**config.mk**
```make
export PLATFORM = sky130hd
export DESIGN_NAME = dcbfm_top
export DESIGN_NICKNAME = d
export VERILOG_FILES = /design/src/logic/dcbfm_pkg.sv /design/src/logic/dcbfm_sample_timer.sv /design/src/logic/dcbfm_oc_counter.sv /design/src/logic/dcbfm_top.sv
export SDC_FILE = /design/constraint.sdc
export NUM_CORES = 1
export LEC_CHECK = 0
export BUFFER_PORTS_ARGS = -buffer_cell sky130_fd_sc_hd__clkbuf_2
export CORE_MARGIN = 2
export CORE_UTILIZATION = 40
export DETAILED_ROUTE_END_ITERATION = 7
export GPL_ROUTABILITY_DRIVEN = 0
export GPL_TIMING_DRIVEN = 0
export PLACE_DENSITY_LB_ADDON = 0.3
export REMOVE_ABC_BUFFERS = 1
export SETUP_SLACK_MARGIN = 0.3
export SLEW_MARGIN = 10
export SYNTH_ARGS = -nofsm -noshare
export SYNTH_HDL_FRONTEND = slang
export SYNTH_SLANG_ARGS = --single-unit
```
**constraint.sdc**
```tcl
create_clock -name hclk -period 5.4 [get_ports hclk]
set_input_delay 0 -clock hclk [delete_from_list [all_inputs] [get_ports hclk]]
set_output_delay 0 -clock hclk [all_outputs]
set_load 0.01 [all_outputs]
```
**src/logic/dcbfm_pkg.sv**
```systemverilog
// Shared constants for the dc-bus fault monitor: scaling, limits, map.
`default_nettype none
package dcbfm_pkg;

  localparam int DATA_W   = 32;
  localparam int SAMPLE_W = 16;
  localparam int COUNT_W  = 8;
  localparam int PERIOD_W = 16;
  localparam int IRQ_W    = 4;

  // Sample scaling: full-scale codes and the physical values they stand for.
  localparam real VOLTAGE_FULL_SCALE_V     = 407.0;
  localparam real CURRENT_FULL_SCALE_POS_A = 2.93;
  localparam real CURRENT_FULL_SCALE_NEG_A = -2.93;
  localparam real SENSE_FULL_SCALE_V       = 5.0;
  localparam real VOLTAGE_CODE_MAX         = 65535.0;
  localparam real CURRENT_CODE_MAX         = 32767.0;

  // Default limits in physical units.
  localparam real OVERVOLTAGE_LIMIT_V    = 380.0;
  localparam real UNDERVOLTAGE_LIMIT_V   = 100.0;
  localparam real MAINS_CLASS_V          = 150.0;
  localparam real OVERCURRENT_LIMIT_A    = 1.5;
  localparam real SENSE_OFFSET_NOMINAL_V = 1.65;
  localparam real SENSE_OFFSET_MARGIN_V  = 0.225;

  // Default limits converted to sample codes, rounded to nearest.
  localparam logic [SAMPLE_W-1:0] OV_LIMIT_RESET = SAMPLE_W'($rtoi(
    OVERVOLTAGE_LIMIT_V / VOLTAGE_FULL_SCALE_V * VOLTAGE_CODE_MAX + 0.5));
  localparam logic [SAMPLE_W-1:0] UV_LIMIT_RESET = SAMPLE_W'($rtoi(
    UNDERVOLTAGE_LIMIT_V / VOLTAGE_FULL_SCALE_V * VOLTAGE_CODE_MAX + 0.5));
  localparam logic [SAMPLE_W-1:0] MAINS_THR_RESET = SAMPLE_W'($rtoi(
    MAINS_CLASS_V / VOLTAGE_FULL_SCALE_V * VOLTAGE_CODE_MAX + 0.5));
  localparam logic [SAMPLE_W-1:0] OC_LIMIT_RESET = SAMPLE_W'($rtoi(
    OVERCURRENT_LIMIT_A / CURRENT_FULL_SCALE_POS_A * CURRENT_CODE_MAX
    + 0.5));
  localparam logic [SAMPLE_W-1:0] OFFSET_LIMIT_RESET = SAMPLE_W'($rtoi(
    (SENSE_OFFSET_NOMINAL_V + SENSE_OFFSET_MARGIN_V) / SENSE_FULL_SCALE_V
    * VOLTAGE_CODE_MAX + 0.5));
  localparam logic [COUNT_W-1:0]  OC_COUNT_RESET = 8'h04;

  // Current sampling period.
  localparam real CLOCK_MHZ         = 20.0;
  localparam real SAMPLE_PERIOD_US  = 128.0;
  localparam logic [PERIOD_W-1:0] SAMPLE_PERIOD_RESET = PERIOD_W'($rtoi(
    SAMPLE_PERIOD_US * CLOCK_MHZ));

  // Register byte offsets.
  localparam logic [7:0] ADDR_CTRL         = 8'h00;
  localparam logic [7:0] ADDR_STATUS       = 8'h04;
  localparam logic [7:0] ADDR_IRQ_STATUS   = 8'h08;
  localparam logic [7:0] ADDR_IRQ_MASK     = 8'h0c;
  localparam logic [7:0] ADDR_OV_LIMIT     = 8'h10;
  localparam logic [7:0] ADDR_UV_LIMIT     = 8'h14;
  localparam logic [7:0] ADDR_OC_LIMIT     = 8'h18;
  localparam logic [7:0] ADDR_OC_COUNT     = 8'h1c;
  localparam logic [7:0] ADDR_MAINS_THR    = 8'h20;
  localparam logic [7:0] ADDR_OFFSET_LIMIT = 8'h24;
  localparam logic [7:0] ADDR_PERIOD       = 8'h28;

  // Field positions.
  localparam int CTRL_MON_BIT    = 0;
  localparam int CTRL_PWM_BIT    = 1;
  localparam int CTRL_CALIB_BIT  = 2;
  localparam int ST_FAULT_BIT    = 0;
  localparam int ST_MAINS_BIT    = 1;
  localparam int ST_CALDONE_BIT  = 2;
  localparam int ST_PWM_BIT      = 3;
  localparam int ST_CALPEND_BIT  = 4;
  localparam int ST_COUNT_LSB    = 8;
  localparam int IRQ_OV_BIT      = 0;
  localparam int IRQ_UV_BIT      = 1;
  localparam int IRQ_OC_BIT      = 2;
  localparam int IRQ_OFFSET_BIT  = 3;

  localparam logic [1:0]        HTRANS_NONSEQ = 2'h2;
  localparam logic              HRESP_OKAY    = 1'h0;
  localparam logic [DATA_W-1:0] WORD_ZERO     = 32'h0000_0000;

endpackage
`default_nettype wire

```
**src/logic/dcbfm_sample_timer.sv**
```systemverilog
// Free-running timer that paces the current sampling requests.
`timescale 1ns/1ps
`default_nettype none
module dcbfm_sample_timer
  import dcbfm_pkg::*;
#(
  parameter int W = PERIOD_W
)
(
  input  wire logic         hclk,
  input  wire logic         hresetn,
  input  wire logic [W-1:0] period,
  output logic              tick
);

  logic [W-1:0] count;
  logic [W-1:0] next_count;
  logic         next_tick;

  // A zero period is treated as one cycle so the timer never stalls.
  always_comb
  begin
    next_tick = (count == '0);
    if (count == '0)
      next_count = (period == '0) ? '0 : period - W'(1);
    else
      next_count = count - W'(1);
  end

  always_ff @(posedge hclk or negedge hresetn)
  begin
    if (!hresetn)
    begin
      count <= W'(SAMPLE_PERIOD_RESET - PERIOD_W'(1));
      tick  <= 1'b0;
    end
    else
    begin
      count <= next_count;
      tick  <= next_tick;
    end
  end

  // Gap counter and period-change flag for checking the tick spacing.
  logic [W:0]   gap;
  logic         seen;
  logic         moved;
  logic [W-1:0] period_q;
  always_ff @(posedge hclk or negedge hresetn)
  begin
    if (!hresetn)
    begin
      gap      <= '0;
      seen     <= 1'b0;
      moved    <= 1'b0;
      period_q <= W'(SAMPLE_PERIOD_RESET);
    end
    else
    begin
      gap      <= tick ? (W+1)'(1) : gap + (W+1)'(1);
      seen     <= seen | tick;
      // A change wins over a tick, so a stale spacing is never judged.
      moved    <= (period != period_q) || (moved && !tick);
      period_q <= period;
    end
  end
endmodule
`default_nettype wire

```
**src/logic/dcbfm_oc_counter.sv**
```systemverilog
// Over-current persistence counter with reload on in-limit samples.
`timescale 1ns/1ps
`default_nettype none
module dcbfm_oc_counter
  import dcbfm_pkg::*;
#(
  parameter int W = COUNT_W
)
(
  input  wire logic         hclk,
  input  wire logic         hresetn,
  input  wire logic [W-1:0] init_value,
  input  wire logic         evaluate,
  input  wire logic         over,
  output logic [W-1:0]      count,
  output logic              trip
);

  logic [W-1:0] next_count;

  // Trip on the sample that uses up the count; zero trips at once.
  assign trip = evaluate && over && (count <= W'(1));

  // Down on each over-limit sample until zero, then hold; reload on any sample at or below.
  always_comb
  begin
    next_count = count;
    if (evaluate && over && (count != '0))
      next_count = count - W'(1);
    else if (evaluate && !over)
      next_count = init_value;
  end

  always_ff @(posedge hclk or negedge hresetn)
  begin
    if (!hresetn)
      count <= W'(OC_COUNT_RESET);
    else
      count <= next_count;
  end
endmodule
`default_nettype wire

```
**src/logic/dcbfm_top.sv**
```systemverilog
// Dc-bus fault monitor: limit checks, calibration, mains class, AHB regs.
//
// Function
// - Fault when bus voltage exceeds upper limit.
// - Fault when bus voltage drops below lower limit.
// - Fault after programmed count of over-current samples.
// - Sample and check current every 128 us.
// - Count is unsigned, initial values zero to 255.
// - Offset check with outputs off; fault if high.
// - Classify mains by threshold; nothing else changes.
// - Zero threshold on low-voltage boards disables class.
// - Voltage full scale is 407 V, configurable.
// - Current is signed, full scale plus/minus 2.93 A.
// - Upper voltage limit clamps to power-stage limit.
//
// Design decisions made here: the address map and the AHB-Lite register port.
`timescale 1ns/1ps
`default_nettype none
module dcbfm_top
  import dcbfm_pkg::*;
#(
  parameter logic [SAMPLE_W-1:0] OV_STAGE_LIMIT = OV_LIMIT_RESET
)
(
  input  wire logic                hclk,
  input  wire logic                hresetn,
  input  wire logic                hsel,
  input  wire logic [31:0]         haddr,
  input  wire logic [1:0]          htrans,
  input  wire logic                hwrite,
  input  wire logic [2:0]          hsize,
  input  wire logic [DATA_W-1:0]   hwdata,
  input  wire logic                hready,
  output logic                     hreadyout,
  output logic [DATA_W-1:0]        hrdata,
  output logic                     hresp,
  output logic                     sample_req,
  input  wire logic                sample_valid,
  input  wire logic [SAMPLE_W-1:0] voltage_sample,
  input  wire logic [SAMPLE_W-1:0] current_sample,
  input  wire logic [SAMPLE_W-1:0] sense_offset_sample,
  output logic                     pwm_enable,
  output logic                     fault,
  output logic                     mains_230,
  output logic                     irq
);

  // Register state.
  logic                ctrl_mon;
  logic                ctrl_pwm;
  logic [IRQ_W-1:0]    irq_status;
  logic [IRQ_W-1:0]    irq_mask;
  logic [SAMPLE_W-1:0] overvoltage_limit;
  logic [SAMPLE_W-1:0] undervoltage_limit;
  logic [SAMPLE_W-1:0] overcurrent_limit;
  logic [COUNT_W-1:0]  overcurrent_sample_count;
  logic [SAMPLE_W-1:0] mains_class_threshold;
  logic [SAMPLE_W-1:0] sense_offset_fault_limit;
  logic [PERIOD_W-1:0] current_sample_period;
  logic                wr_pend;
  logic                rd_pend;
  logic [7:0]          data_addr;
  logic                calib_pend;
  logic                calib_done;
  logic                next_ctrl_mon;
  logic                next_ctrl_pwm;
  logic [IRQ_W-1:0]    next_irq_status;
  logic [IRQ_W-1:0]    next_irq_mask;
  logic [SAMPLE_W-1:0] next_overvoltage_limit;
  logic [SAMPLE_W-1:0] next_undervoltage_limit;
  logic [SAMPLE_W-1:0] next_overcurrent_limit;
  logic [COUNT_W-1:0]  next_overcurrent_sample_count;
  logic [SAMPLE_W-1:0] next_mains_class_threshold;
  logic [SAMPLE_W-1:0] next_sense_offset_fault_limit;
  logic [PERIOD_W-1:0] next_current_sample_period;
  logic                next_wr_pend;
  logic                next_rd_pend;
  logic [7:0]          next_data_addr;
  logic                next_calib_pend;
  logic                next_calib_done;
  logic                next_fault;
  logic                next_mains_230;
  logic                next_pwm_enable;

  // Monitor events decoded from the current sample.
  logic               evaluate;
  logic               over_voltage;
  logic               under_voltage;
  logic               over_current;
  logic               oc_trip;
  logic               offset_bad;
  logic               calib_now;
  logic [IRQ_W-1:0]   irq_set;
  logic [COUNT_W-1:0] oc_count;

  dcbfm_sample_timer #(
    .W (PERIOD_W)
  ) u_timer (
    .hclk    (hclk),
    .hresetn (hresetn),
    .period  (current_sample_period),
    .tick    (sample_req)
  );

  // Limit checks run only on samples taken while monitoring is on; the offset check does not need it.
  assign evaluate      = sample_valid && ctrl_mon;
  assign over_voltage  = evaluate && (voltage_sample > overvoltage_limit);
  assign under_voltage = evaluate && (voltage_sample < undervoltage_limit);
  // Current is two's complement; a negative sample can trip only if the limit is negative.
  assign over_current  = $signed(current_sample)
                         > $signed(overcurrent_limit);
  // Calibration waits for a sample taken with the outputs off.
  assign calib_now     = sample_valid && calib_pend && !pwm_enable;
  assign offset_bad    = calib_now
                         && (sense_offset_sample
                             > sense_offset_fault_limit);
  assign irq_set = {offset_bad, oc_trip, under_voltage, over_voltage};
  assign irq     = |(irq_status & irq_mask);

  dcbfm_oc_counter #(
    .W (COUNT_W)
  ) u_oc_counter (
    .hclk       (hclk),
    .hresetn    (hresetn),
    .init_value (overcurrent_sample_count),
    .evaluate   (evaluate),
    .over       (over_current),
    .count      (oc_count),
    .trip       (oc_trip)
  );

  // Zero-wait AHB-Lite slave, always OKAY; unmapped reads give zero.
  assign hreadyout = 1'b1;
  assign hresp     = HRESP_OKAY;

  always_comb
  begin
    hrdata = WORD_ZERO;
    if (rd_pend)
      unique case (data_addr)
        ADDR_CTRL:
          hrdata[CTRL_PWM_BIT:CTRL_MON_BIT] = {ctrl_pwm, ctrl_mon};
        ADDR_STATUS:
        begin
          hrdata[ST_FAULT_BIT]   = fault;
          hrdata[ST_MAINS_BIT]   = mains_230;
          hrdata[ST_CALDONE_BIT] = calib_done;
          hrdata[ST_PWM_BIT]     = pwm_enable;
          hrdata[ST_CALPEND_BIT] = calib_pend;
          hrdata[ST_COUNT_LSB +: COUNT_W] = oc_count;
        end
        ADDR_IRQ_STATUS:   hrdata[IRQ_W-1:0]    = irq_status;
        ADDR_IRQ_MASK:     hrdata[IRQ_W-1:0]    = irq_mask;
        ADDR_OV_LIMIT:     hrdata[SAMPLE_W-1:0] = overvoltage_limit;
        ADDR_UV_LIMIT:     hrdata[SAMPLE_W-1:0] = undervoltage_limit;
        ADDR_OC_LIMIT:     hrdata[SAMPLE_W-1:0] = overcurrent_limit;
        ADDR_OC_COUNT:     hrdata[COUNT_W-1:0]  = overcurrent_sample_count;
        ADDR_MAINS_THR:    hrdata[SAMPLE_W-1:0] = mains_class_threshold;
        ADDR_OFFSET_LIMIT: hrdata[SAMPLE_W-1:0] = sense_offset_fault_limit;
        ADDR_PERIOD:       hrdata[PERIOD_W-1:0] = current_sample_period;
        default:           hrdata = WORD_ZERO;
      endcase
  end

  // Next values of the register file and the bus pipeline.
  always_comb
  begin
    next_wr_pend = hsel && hready && (htrans == HTRANS_NONSEQ) && hwrite;
    next_rd_pend = hsel && hready && (htrans == HTRANS_NONSEQ) && !hwrite;
    next_data_addr = (hsel && hready) ? haddr[7:0] : data_addr;
    next_ctrl_mon  = ctrl_mon;
    next_ctrl_pwm  = ctrl_pwm;
    next_irq_mask  = irq_mask;
    next_overvoltage_limit        = overvoltage_limit;
    next_undervoltage_limit       = undervoltage_limit;
    next_overcurrent_limit        = overcurrent_limit;
    next_overcurrent_sample_count = overcurrent_sample_count;
    next_mains_class_threshold    = mains_class_threshold;
    next_sense_offset_fault_limit = sense_offset_fault_limit;
    next_current_sample_period    = current_sample_period;
    next_calib_pend = calib_pend && !calib_now;
    next_calib_done = calib_done || calib_now;
    // A new event in the clearing cycle survives: set wins.
    next_irq_status = irq_status | irq_set;
    if (wr_pend)
    begin
      unique case (data_addr)
        ADDR_CTRL:
        begin
          next_ctrl_mon = hwdata[CTRL_MON_BIT];
          next_ctrl_pwm = hwdata[CTRL_PWM_BIT];
          if (hwdata[CTRL_CALIB_BIT])
          begin
            next_calib_pend = 1'b1;
            next_calib_done = 1'b0;
          end
        end
        ADDR_IRQ_STATUS:
          next_irq_status = (irq_status & ~hwdata[IRQ_W-1:0]) | irq_set;
        ADDR_IRQ_MASK: next_irq_mask = hwdata[IRQ_W-1:0];
        // Writes above the power-stage ceiling are clamped to it.
        ADDR_OV_LIMIT:
          next_overvoltage_limit =
            (hwdata[SAMPLE_W-1:0] > OV_STAGE_LIMIT)
            ? OV_STAGE_LIMIT : hwdata[SAMPLE_W-1:0];
        ADDR_UV_LIMIT:  next_undervoltage_limit  = hwdata[SAMPLE_W-1:0];
        ADDR_OC_LIMIT:  next_overcurrent_limit   = hwdata[SAMPLE_W-1:0];
        ADDR_OC_COUNT:
          next_overcurrent_sample_count = hwdata[COUNT_W-1:0];
        ADDR_MAINS_THR: next_mains_class_threshold = hwdata[SAMPLE_W-1:0];
        ADDR_OFFSET_LIMIT:
          next_sense_offset_fault_limit = hwdata[SAMPLE_W-1:0];
        ADDR_PERIOD:
          next_current_sample_period = hwdata[PERIOD_W-1:0];
        default: next_ctrl_mon = ctrl_mon;
      endcase
    end
  end

  // Fault latch, mains class and drive enable.
  always_comb
  begin
    next_fault = fault || over_voltage || under_voltage
                 || oc_trip || offset_bad;
    next_mains_230 = mains_230;
    // The class is informational only; it feeds no other decision.
    // A zero threshold clears the class at once, not at the next sample.
    if (mains_class_threshold == '0)
      next_mains_230 = 1'b0;
    else if (sample_valid)
      next_mains_230 = voltage_sample > mains_class_threshold;
    // Outputs stay off while faulted or while an offset check is pending.
    next_pwm_enable = next_ctrl_pwm && !next_fault
                      && !next_calib_pend;
  end

  always_ff @(posedge hclk or negedge hresetn)
  begin
    if (!hresetn)
    begin
      wr_pend    <= 1'b0;
      rd_pend    <= 1'b0;
      data_addr  <= ADDR_CTRL;
      ctrl_mon   <= 1'b0;
      ctrl_pwm   <= 1'b0;
      irq_status <= '0;
      irq_mask   <= '0;
      overvoltage_limit        <= OV_LIMIT_RESET;
      undervoltage_limit       <= UV_LIMIT_RESET;
      overcurrent_limit        <= OC_LIMIT_RESET;
      overcurrent_sample_count <= OC_COUNT_RESET;
      mains_class_threshold    <= MAINS_THR_RESET;
      sense_offset_fault_limit <= OFFSET_LIMIT_RESET;
      current_sample_period    <= SAMPLE_PERIOD_RESET;
      calib_pend <= 1'b0;
      calib_done <= 1'b0;
      fault      <= 1'b0;
      mains_230  <= 1'b0;
      pwm_enable <= 1'b0;
    end
    else
    begin
      wr_pend    <= next_wr_pend;
      rd_pend    <= next_rd_pend;
      data_addr  <= next_data_addr;
      ctrl_mon   <= next_ctrl_mon;
      ctrl_pwm   <= next_ctrl_pwm;
      irq_status <= next_irq_status;
      irq_mask   <= next_irq_mask;
      overvoltage_limit        <= next_overvoltage_limit;
      undervoltage_limit       <= next_undervoltage_limit;
      overcurrent_limit        <= next_overcurrent_limit;
      overcurrent_sample_count <= next_overcurrent_sample_count;
      mains_class_threshold    <= next_mains_class_threshold;
      sense_offset_fault_limit <= next_sense_offset_fault_limit;
      current_sample_period    <= next_current_sample_period;
      calib_pend <= next_calib_pend;
      calib_done <= next_calib_done;
      fault      <= next_fault;
      mains_230  <= next_mains_230;
      pwm_enable <= next_pwm_enable;
    end
  end
endmodule
`default_nettype wire

```
==> flow_summary.yaml, run 1 <==
yosys:
  syn_area_per_cell_um2: 10.25
  ys_async_sr_fraction: 1.000
  ys_top_cells_by_area: "dfrtp_1, dfstp_2, mux2_2, ha_1, inv_1"
  syn_inst: 929
  synth_warnings: 0
  synthFlopType: "dfrtp_1"
  ys_seq_area_frac: 0.4114
  syn_area_um2: 9519
  synth.top_cell.area_share: 0.2734
  synth_cell_types: 64
  synth-edff-count: 0
  synth_area_leader_cell: "dfrtp_1"
  ys_seq_elements: 154
drt:
  via_count: 7624
  via_per_inst: 5.529
  ant_nets: 0
  post_drt_wl_per_cell_um: 19.52
  post-route-drc-count: 0
  wirelength_um: 26920
  drt_iter0_drc: 651
  drt-pass1-iter-count: 5
die:
  core_um2: 23400
  pin_count: 162
  fp.dieW_um: 158.3
  start_util: 0.4068
  die_h_um: 158.3
  rows: 56
  die_area_um2: 25050
timing:
  skew_ns: 0.01056
  setup_viol: 0
  worst_slack_ns: 1.686
  fmax_mhz: 269.2
  worstMarginPinSlew_ns: 1.166
  slew-limit-headroom: 0.2195
  period_minus_slack_ns: 3.714
  whs_ns: 0.01215
  slew_violations: 0
  tns_ns: 0
  fin_crit_sh: 0.6878
  rsz0062_at_grt: "no"
  hold_viol_final: 0
power:
  ir_worst_vdd_mv: 0.2092
  power_density_nw_per_um2: 291.3
  p_leak_nw: 5.073
  finalPower_mw: 3.265
place:
  pre_cts_ws_ns: 1.683
  dp_cells: 1320
  place_area_um2: 10280
  hpwl_um: 20510
  io_buffers: 100
cells_and_area:
  layout.nets: 1255
  num_antenna_cells: 0
  nFillCells: 2243
  drive_gt1_frac: 0.2792
  syn_to_final_growth_pct: 17.74
  layout.cells.non_filler: 1379
  utilization: 0.4789
  final_cell_area_um2: 11210
global_route:
  antenna_found_initial: 0
  overflow: 0
  grt_pass1_vias: 7460
  grt_max_degree: 82
  grt_pass1_wl_um: 42090
  grt_util_all_layers: 0.2245
setup_path:
  cp.arrival_ns: 4.00
  worstPathRequired_ns: 5.69
  path_cells: "inv_1 > ha_1 > nand4_1 > or4_1 > a21oi_1 > or3_1 > mux2i_1 > o2111ai_1 > nand2_1 > nor4_1"
  cp-end-kind: "flop"
  criticalPathCategory: "flop to flop"
  rrSetupSlack_ns: 1.69
  cp_slowest_cell: "mux2i_1"
  path_max_fanout: 13
  critPathLaunchType: "flop"
  slowest_delay_ns: 0.84
status:
  run_status: "finished, final reports clean"
clocking:
  clkSinkCount: 154
  cts.root.buffer_cell: "clkbuf_16"
  cts_tree: "done"
  htreeDepth: 4
  cts_made_buffers: 17
  post_cts_resized: 0
  clkSlewWorstSetupHoldPaths_ns: 0.06
  clk_path_buf_depth: 2
  clk_latency_ns: 0.43
min_path:
  min_path_type: "primary input to flop"
run:
  drv_cap: 0
critical path, delay by kind of cell, from the launching register on:
family | cells | cell delay (ns)
compound gates | 2 | 0.66
fa+ha+maj | 1 | 0.26
buf+inv | 1 | 0.05
flops | 1 | 0.56
mux | 1 | 0.84
simple gates | 5 | 1.20
flip-flops by register name (all words and copies together) (netlist names), 4 cells and up:
| register | cells |
|---|---|
| overvoltage_limit | 16 |
| overcurrent_sample_count | 8 |
| undervoltage_limit | 16 |
| irq_mask | 4 |
| current_sample_period | 16 |
| u_oc_counter.count | 8 |
| overcurrent_limit | 16 |
| mains_class_threshold | 16 |
| u_timer.count | 16 |
| sense_offset_fault_limit | 16 |
| data_addr | 8 |
| irq_status | 4 |
repair_timing:
action / CTS / global route
setup buffers: 0 / 0
hold buffers: 27 / 0
hold endpoints to repair: 150 / 0
logic make-up (layout without fill, tap and decap cells):
family          Yosys count  after routing  synth area share
compound gates          202            202            0.1448
xor+xnor                 27             27           0.02484
fa+ha+maj                85             85            0.1117
buf+inv                 134            249           0.06099
flops                   154            154            0.4114
mux                     108            108            0.1270
other cells               2             18         0.0007889
simple gates            217            217            0.1184
layout make-up:
class                   instances  area [µm²]  area share
flip-flops and latches        154        3916      0.3494
clock buffers                  21       460.4     0.04108
repair buffers                128       807.0     0.07200
multi-input cells             657        5097      0.4548
clock inverters                11       193.9     0.01730
well taps                     319       399.1     0.03561
inverters                      89       334.1     0.02981
placed cells by master (no fill, tap or decap), types with 3 or more instances in the layout:
cell type and count:
a221oi_1 3, mux2i_1 6, clkbuf_8 3, nor2_1 46
o21ai_0 31, o22ai_1 15, clkinvlp_4 4, a21o_1 21
nand4_1 18, clkbuf_16 17, a22oi_1 34, dfstp_2 50
nor4_1 17, inv_1 89, nor4b_1 5, nor3_1 14
a21oi_1 36, a21boi_0 3, or4_1 4, nand3_1 15
nor2_2 6, dlygate4sd3_1 27, and2_1 4, xor2_1 7
dfrtp_1 104, clkbuf_2 99, nand2_1 54, bufinv_16 5
or3_1 3, nand2b_1 8, a211oi_1 3, ha_1 85
mux2_2 102, nand3b_1 6, a222oi_1 18, xnor2_1 20
nor2b_1 5, conb_1 18, a31oi_1 17
synthesized netlist by cell type, types with 20 or more instances:
library cell	n
a22oi_1	34
a21oi_1	36
mux2_2	102
nor2_1	52
a21o_1	21
dfrtp_1	104
dfstp_2	50
clkbuf_1	24
nand2_1	54
inv_1	89
o21ai_0	31
xnor2_1	20
ha_1	85
power by group:
part / internal, mW / switching, mW / total, mW
registers: 1.31 / 0.131 / 1.44
logic: 0.231 / 0.262 / 0.494
clock network: 0.845 / 0.490 / 1.33
routing by layer:
metal,share of wire,wire length [µm],GRT usage,up-vias
li1,-,-,-,3614
met5,0,0,0,-
met2,0.47,12740,0.3605,256
met3,0.058,1561,0.03702,33
met4,0.019,521,0.06435,0
met1,0.45,12100,0.3136,3721
final timing paths:
path                                            from                           to  cells after the start
worst max-delay path            overcurrent_limit[8]                   pwm_enable                     10
worst min-delay path                       hwdata[3]         overvoltage_limit[3]                      3
worst min register to register  overvoltage_limit[1]         overvoltage_limit[1]                      2
worst max register to register  overcurrent_limit[8]                   pwm_enable                     10
max in group asynchronous                    hresetn         overvoltage_limit[1]                      3
min in group asynchronous                    hresetn  sense_offset_fault_limit[8]                      2
(Power assumes the default switching activity.)
==> run 2: changes to the inputs <==
==> constraint.sdc (replaced) <==
create_clock -name hclk -period 3.5 [get_ports hclk]
set_input_delay 0 -clock hclk [delete_from_list [all_inputs] [get_ports hclk]]
set_output_delay 0 -clock hclk [all_outputs]
set_load 0.01 [all_outputs]
==> flow_summary.yaml, run 2 (same netlist as run 1, synthesis figures left out) <==
place:
  hpwl_um: 20510
  pre_cts_ws_ns: -0.2169
  dp_cells: 1320
  place_area_um2: 10280
  io_buffers: 100
cells_and_area:
  multi_input_area_um2: 5170
  layout.nets: 1261
  drive_gt1_frac: 0.2899
  num_antenna_cells: 0
  utilization: 0.4845
  nFillCells: 2235
  syn_to_final_growth_pct: 19.11
  layout_common_cells: "dfrtp_1, mux2_2, clkbuf_2"
  layout.cells.non_filler: 1385
  final_common_cell: "dfrtp_1"
  final_cell_area_um2: 11340
  seqCellArea_um2: 3916
run:
  drv_cap: 0
setup_path:
  path_max_fanout: 9
  cp-end-kind: "output port"
  path_cells: "nor3_1 > nand2_1 > nor4_4 > a22oi_1 > a31oi_1 > clkbuf_2"
  cp.arrival_ns: 3.06
  path_delay_family: "simple AND/OR/NAND/NOR gates"
  cp_slowest_cell: "nor4_4"
  worstPathRequired_ns: 3.50
  criticalPathCategory: "flop to output port"
  slowest_delay_ns: 0.64
  critPathLaunchType: "flop"
  crit_buf_inv: 1
drt:
  wirelength_um: 27200
  ant_nets: 0
  post_drt_wl_per_cell_um: 19.64
  via_per_inst: 5.518
  drt_iter0_drc: 668
  via_count: 7643
  drt-pass1-iter-count: 8
  post-route-drc-count: 0
global_route:
  overflow: 0
  grt_pass1_wl_um: 42140
  grt.busiest_layer: "met2"
  met2_usage: 0.3609
  grt_util_all_layers: 0.2248
  use_met1: 0.3143
  grt_use_met3: 0.03702
  antenna_found_initial: 0
  grt_max_degree: 82
  grt_pass1_vias: 7480
die:
  pin_count: 162
  fp.dieW_um: 158.3
  core_um2: 23400
  start_util: 0.4068
  die_area_um2: 25050
  rows: 56
  die_h_um: 158.3
timing:
  period_minus_slack_ns: 3.064
  worstMarginPinSlew_ns: 0.9092
  whs_ns: 0.005519
  setup_viol: 0
  skew_ns: 0.01049
  fin_crit_sh: 0.8753
  fmax_mhz: 326.4
  rsz0062_at_grt: "no"
  worst_slack_ns: 0.4364
  slew-limit-headroom: 0.3883
  hold_viol_final: 0
  slew_violations: 0
status:
  run_status: "finished, final reports clean"
min_path:
  min_path_type: "primary input to flop"
clocking:
  clkSlewWorstSetupHoldPaths_ns: 0.06
  cts_made_buffers: 17
  clk_path_buf_depth: 2
  cts_tree: "done"
  clkSinkCount: 154
  clk_latency_ns: 0.43
  htreeDepth: 4
  cts.root.buffer_cell: "clkbuf_16"
power:
  p_leak_nw: 5.112
  power_density_nw_per_um2: 446.5
  ir_worst_vdd_mv: 0.3259
[run 2: final timing paths]
| path | start | end | cells after the start | slack [ns] |
|---|---|---|---|---|
| max | data_addr[5] | hrdata[6] | 6 | 0.44 |
| min | hwdata[3] | overvoltage_limit[3] | 3 | 0.006 |
| max reg2reg | data_addr[5] | overvoltage_limit[0] | 6 | 0.48 |
| min reg2reg | overvoltage_limit[1] | overvoltage_limit[1] | 2 | 0.50 |
| max in group asynchronous | hresetn | undervoltage_limit[10] | 3 | 2.50 |
| min in group asynchronous | hresetn | sense_offset_fault_limit[8] | 2 | 0.14 |
[run 2: cell type report]
| cell class | instances | share of cell area |
|---|---|---|
| multi-input combinational | 657 | 0.4560 |
| clock inverter | 11 | 0.01710 |
| timing repair buffer | 134 | 0.07625 |
| clock buffer | 21 | 0.04061 |
| inverter | 89 | 0.02946 |
| tap | 319 | 0.03520 |
| sequential | 154 | 0.3454 |
[run 2: metal layers]
metal  vias to the layer above  wire length, µm
met5                         -                0
met4                         0              532
met3                        41             1484
met2                       229            12940
met1                      3746            12240
li1                       3627                -
[run 2: timing repair]
| action | in CTS | in global routing |
|---|---|---|
| hold buffers | 27 | 0 |
| hold endpoints to repair | 150 | 0 |
| pin swaps | 0 | 1 |
| buffers inserted | 2 | 4 |
| endpoints found under the setup margin | 75 | 78 |
| resized for setup | 8 | 10 |
[run 2: power breakdown]
group	internal [mW]	switching (mW)	leakage, nW
Sequential	2.01	0.206	1.72
Combinational	0.367	0.416	3.08
Clock	1.30	0.758	0.306
Total	3.68	1.38	5.11
[run 2: worst min-delay path, cell delays in order]
cell and delay [ns]:
clkbuf_2 0.21, nand2_1 0.10, o21ai_0 0.08
[run 2: per-stage QoR]
| stage | power [mW] | TNS (ns) |
|---|---|---|
| final | 5.063 | 0 |
| after global placement | 2.946 | -39.98 |
| after CTS | 5.079 | 0 |
| after floorplan | 2.668 | 0 |
| after detailed placement | 2.977 | -6.150 |
| after global routing | 5.294 | 0 |
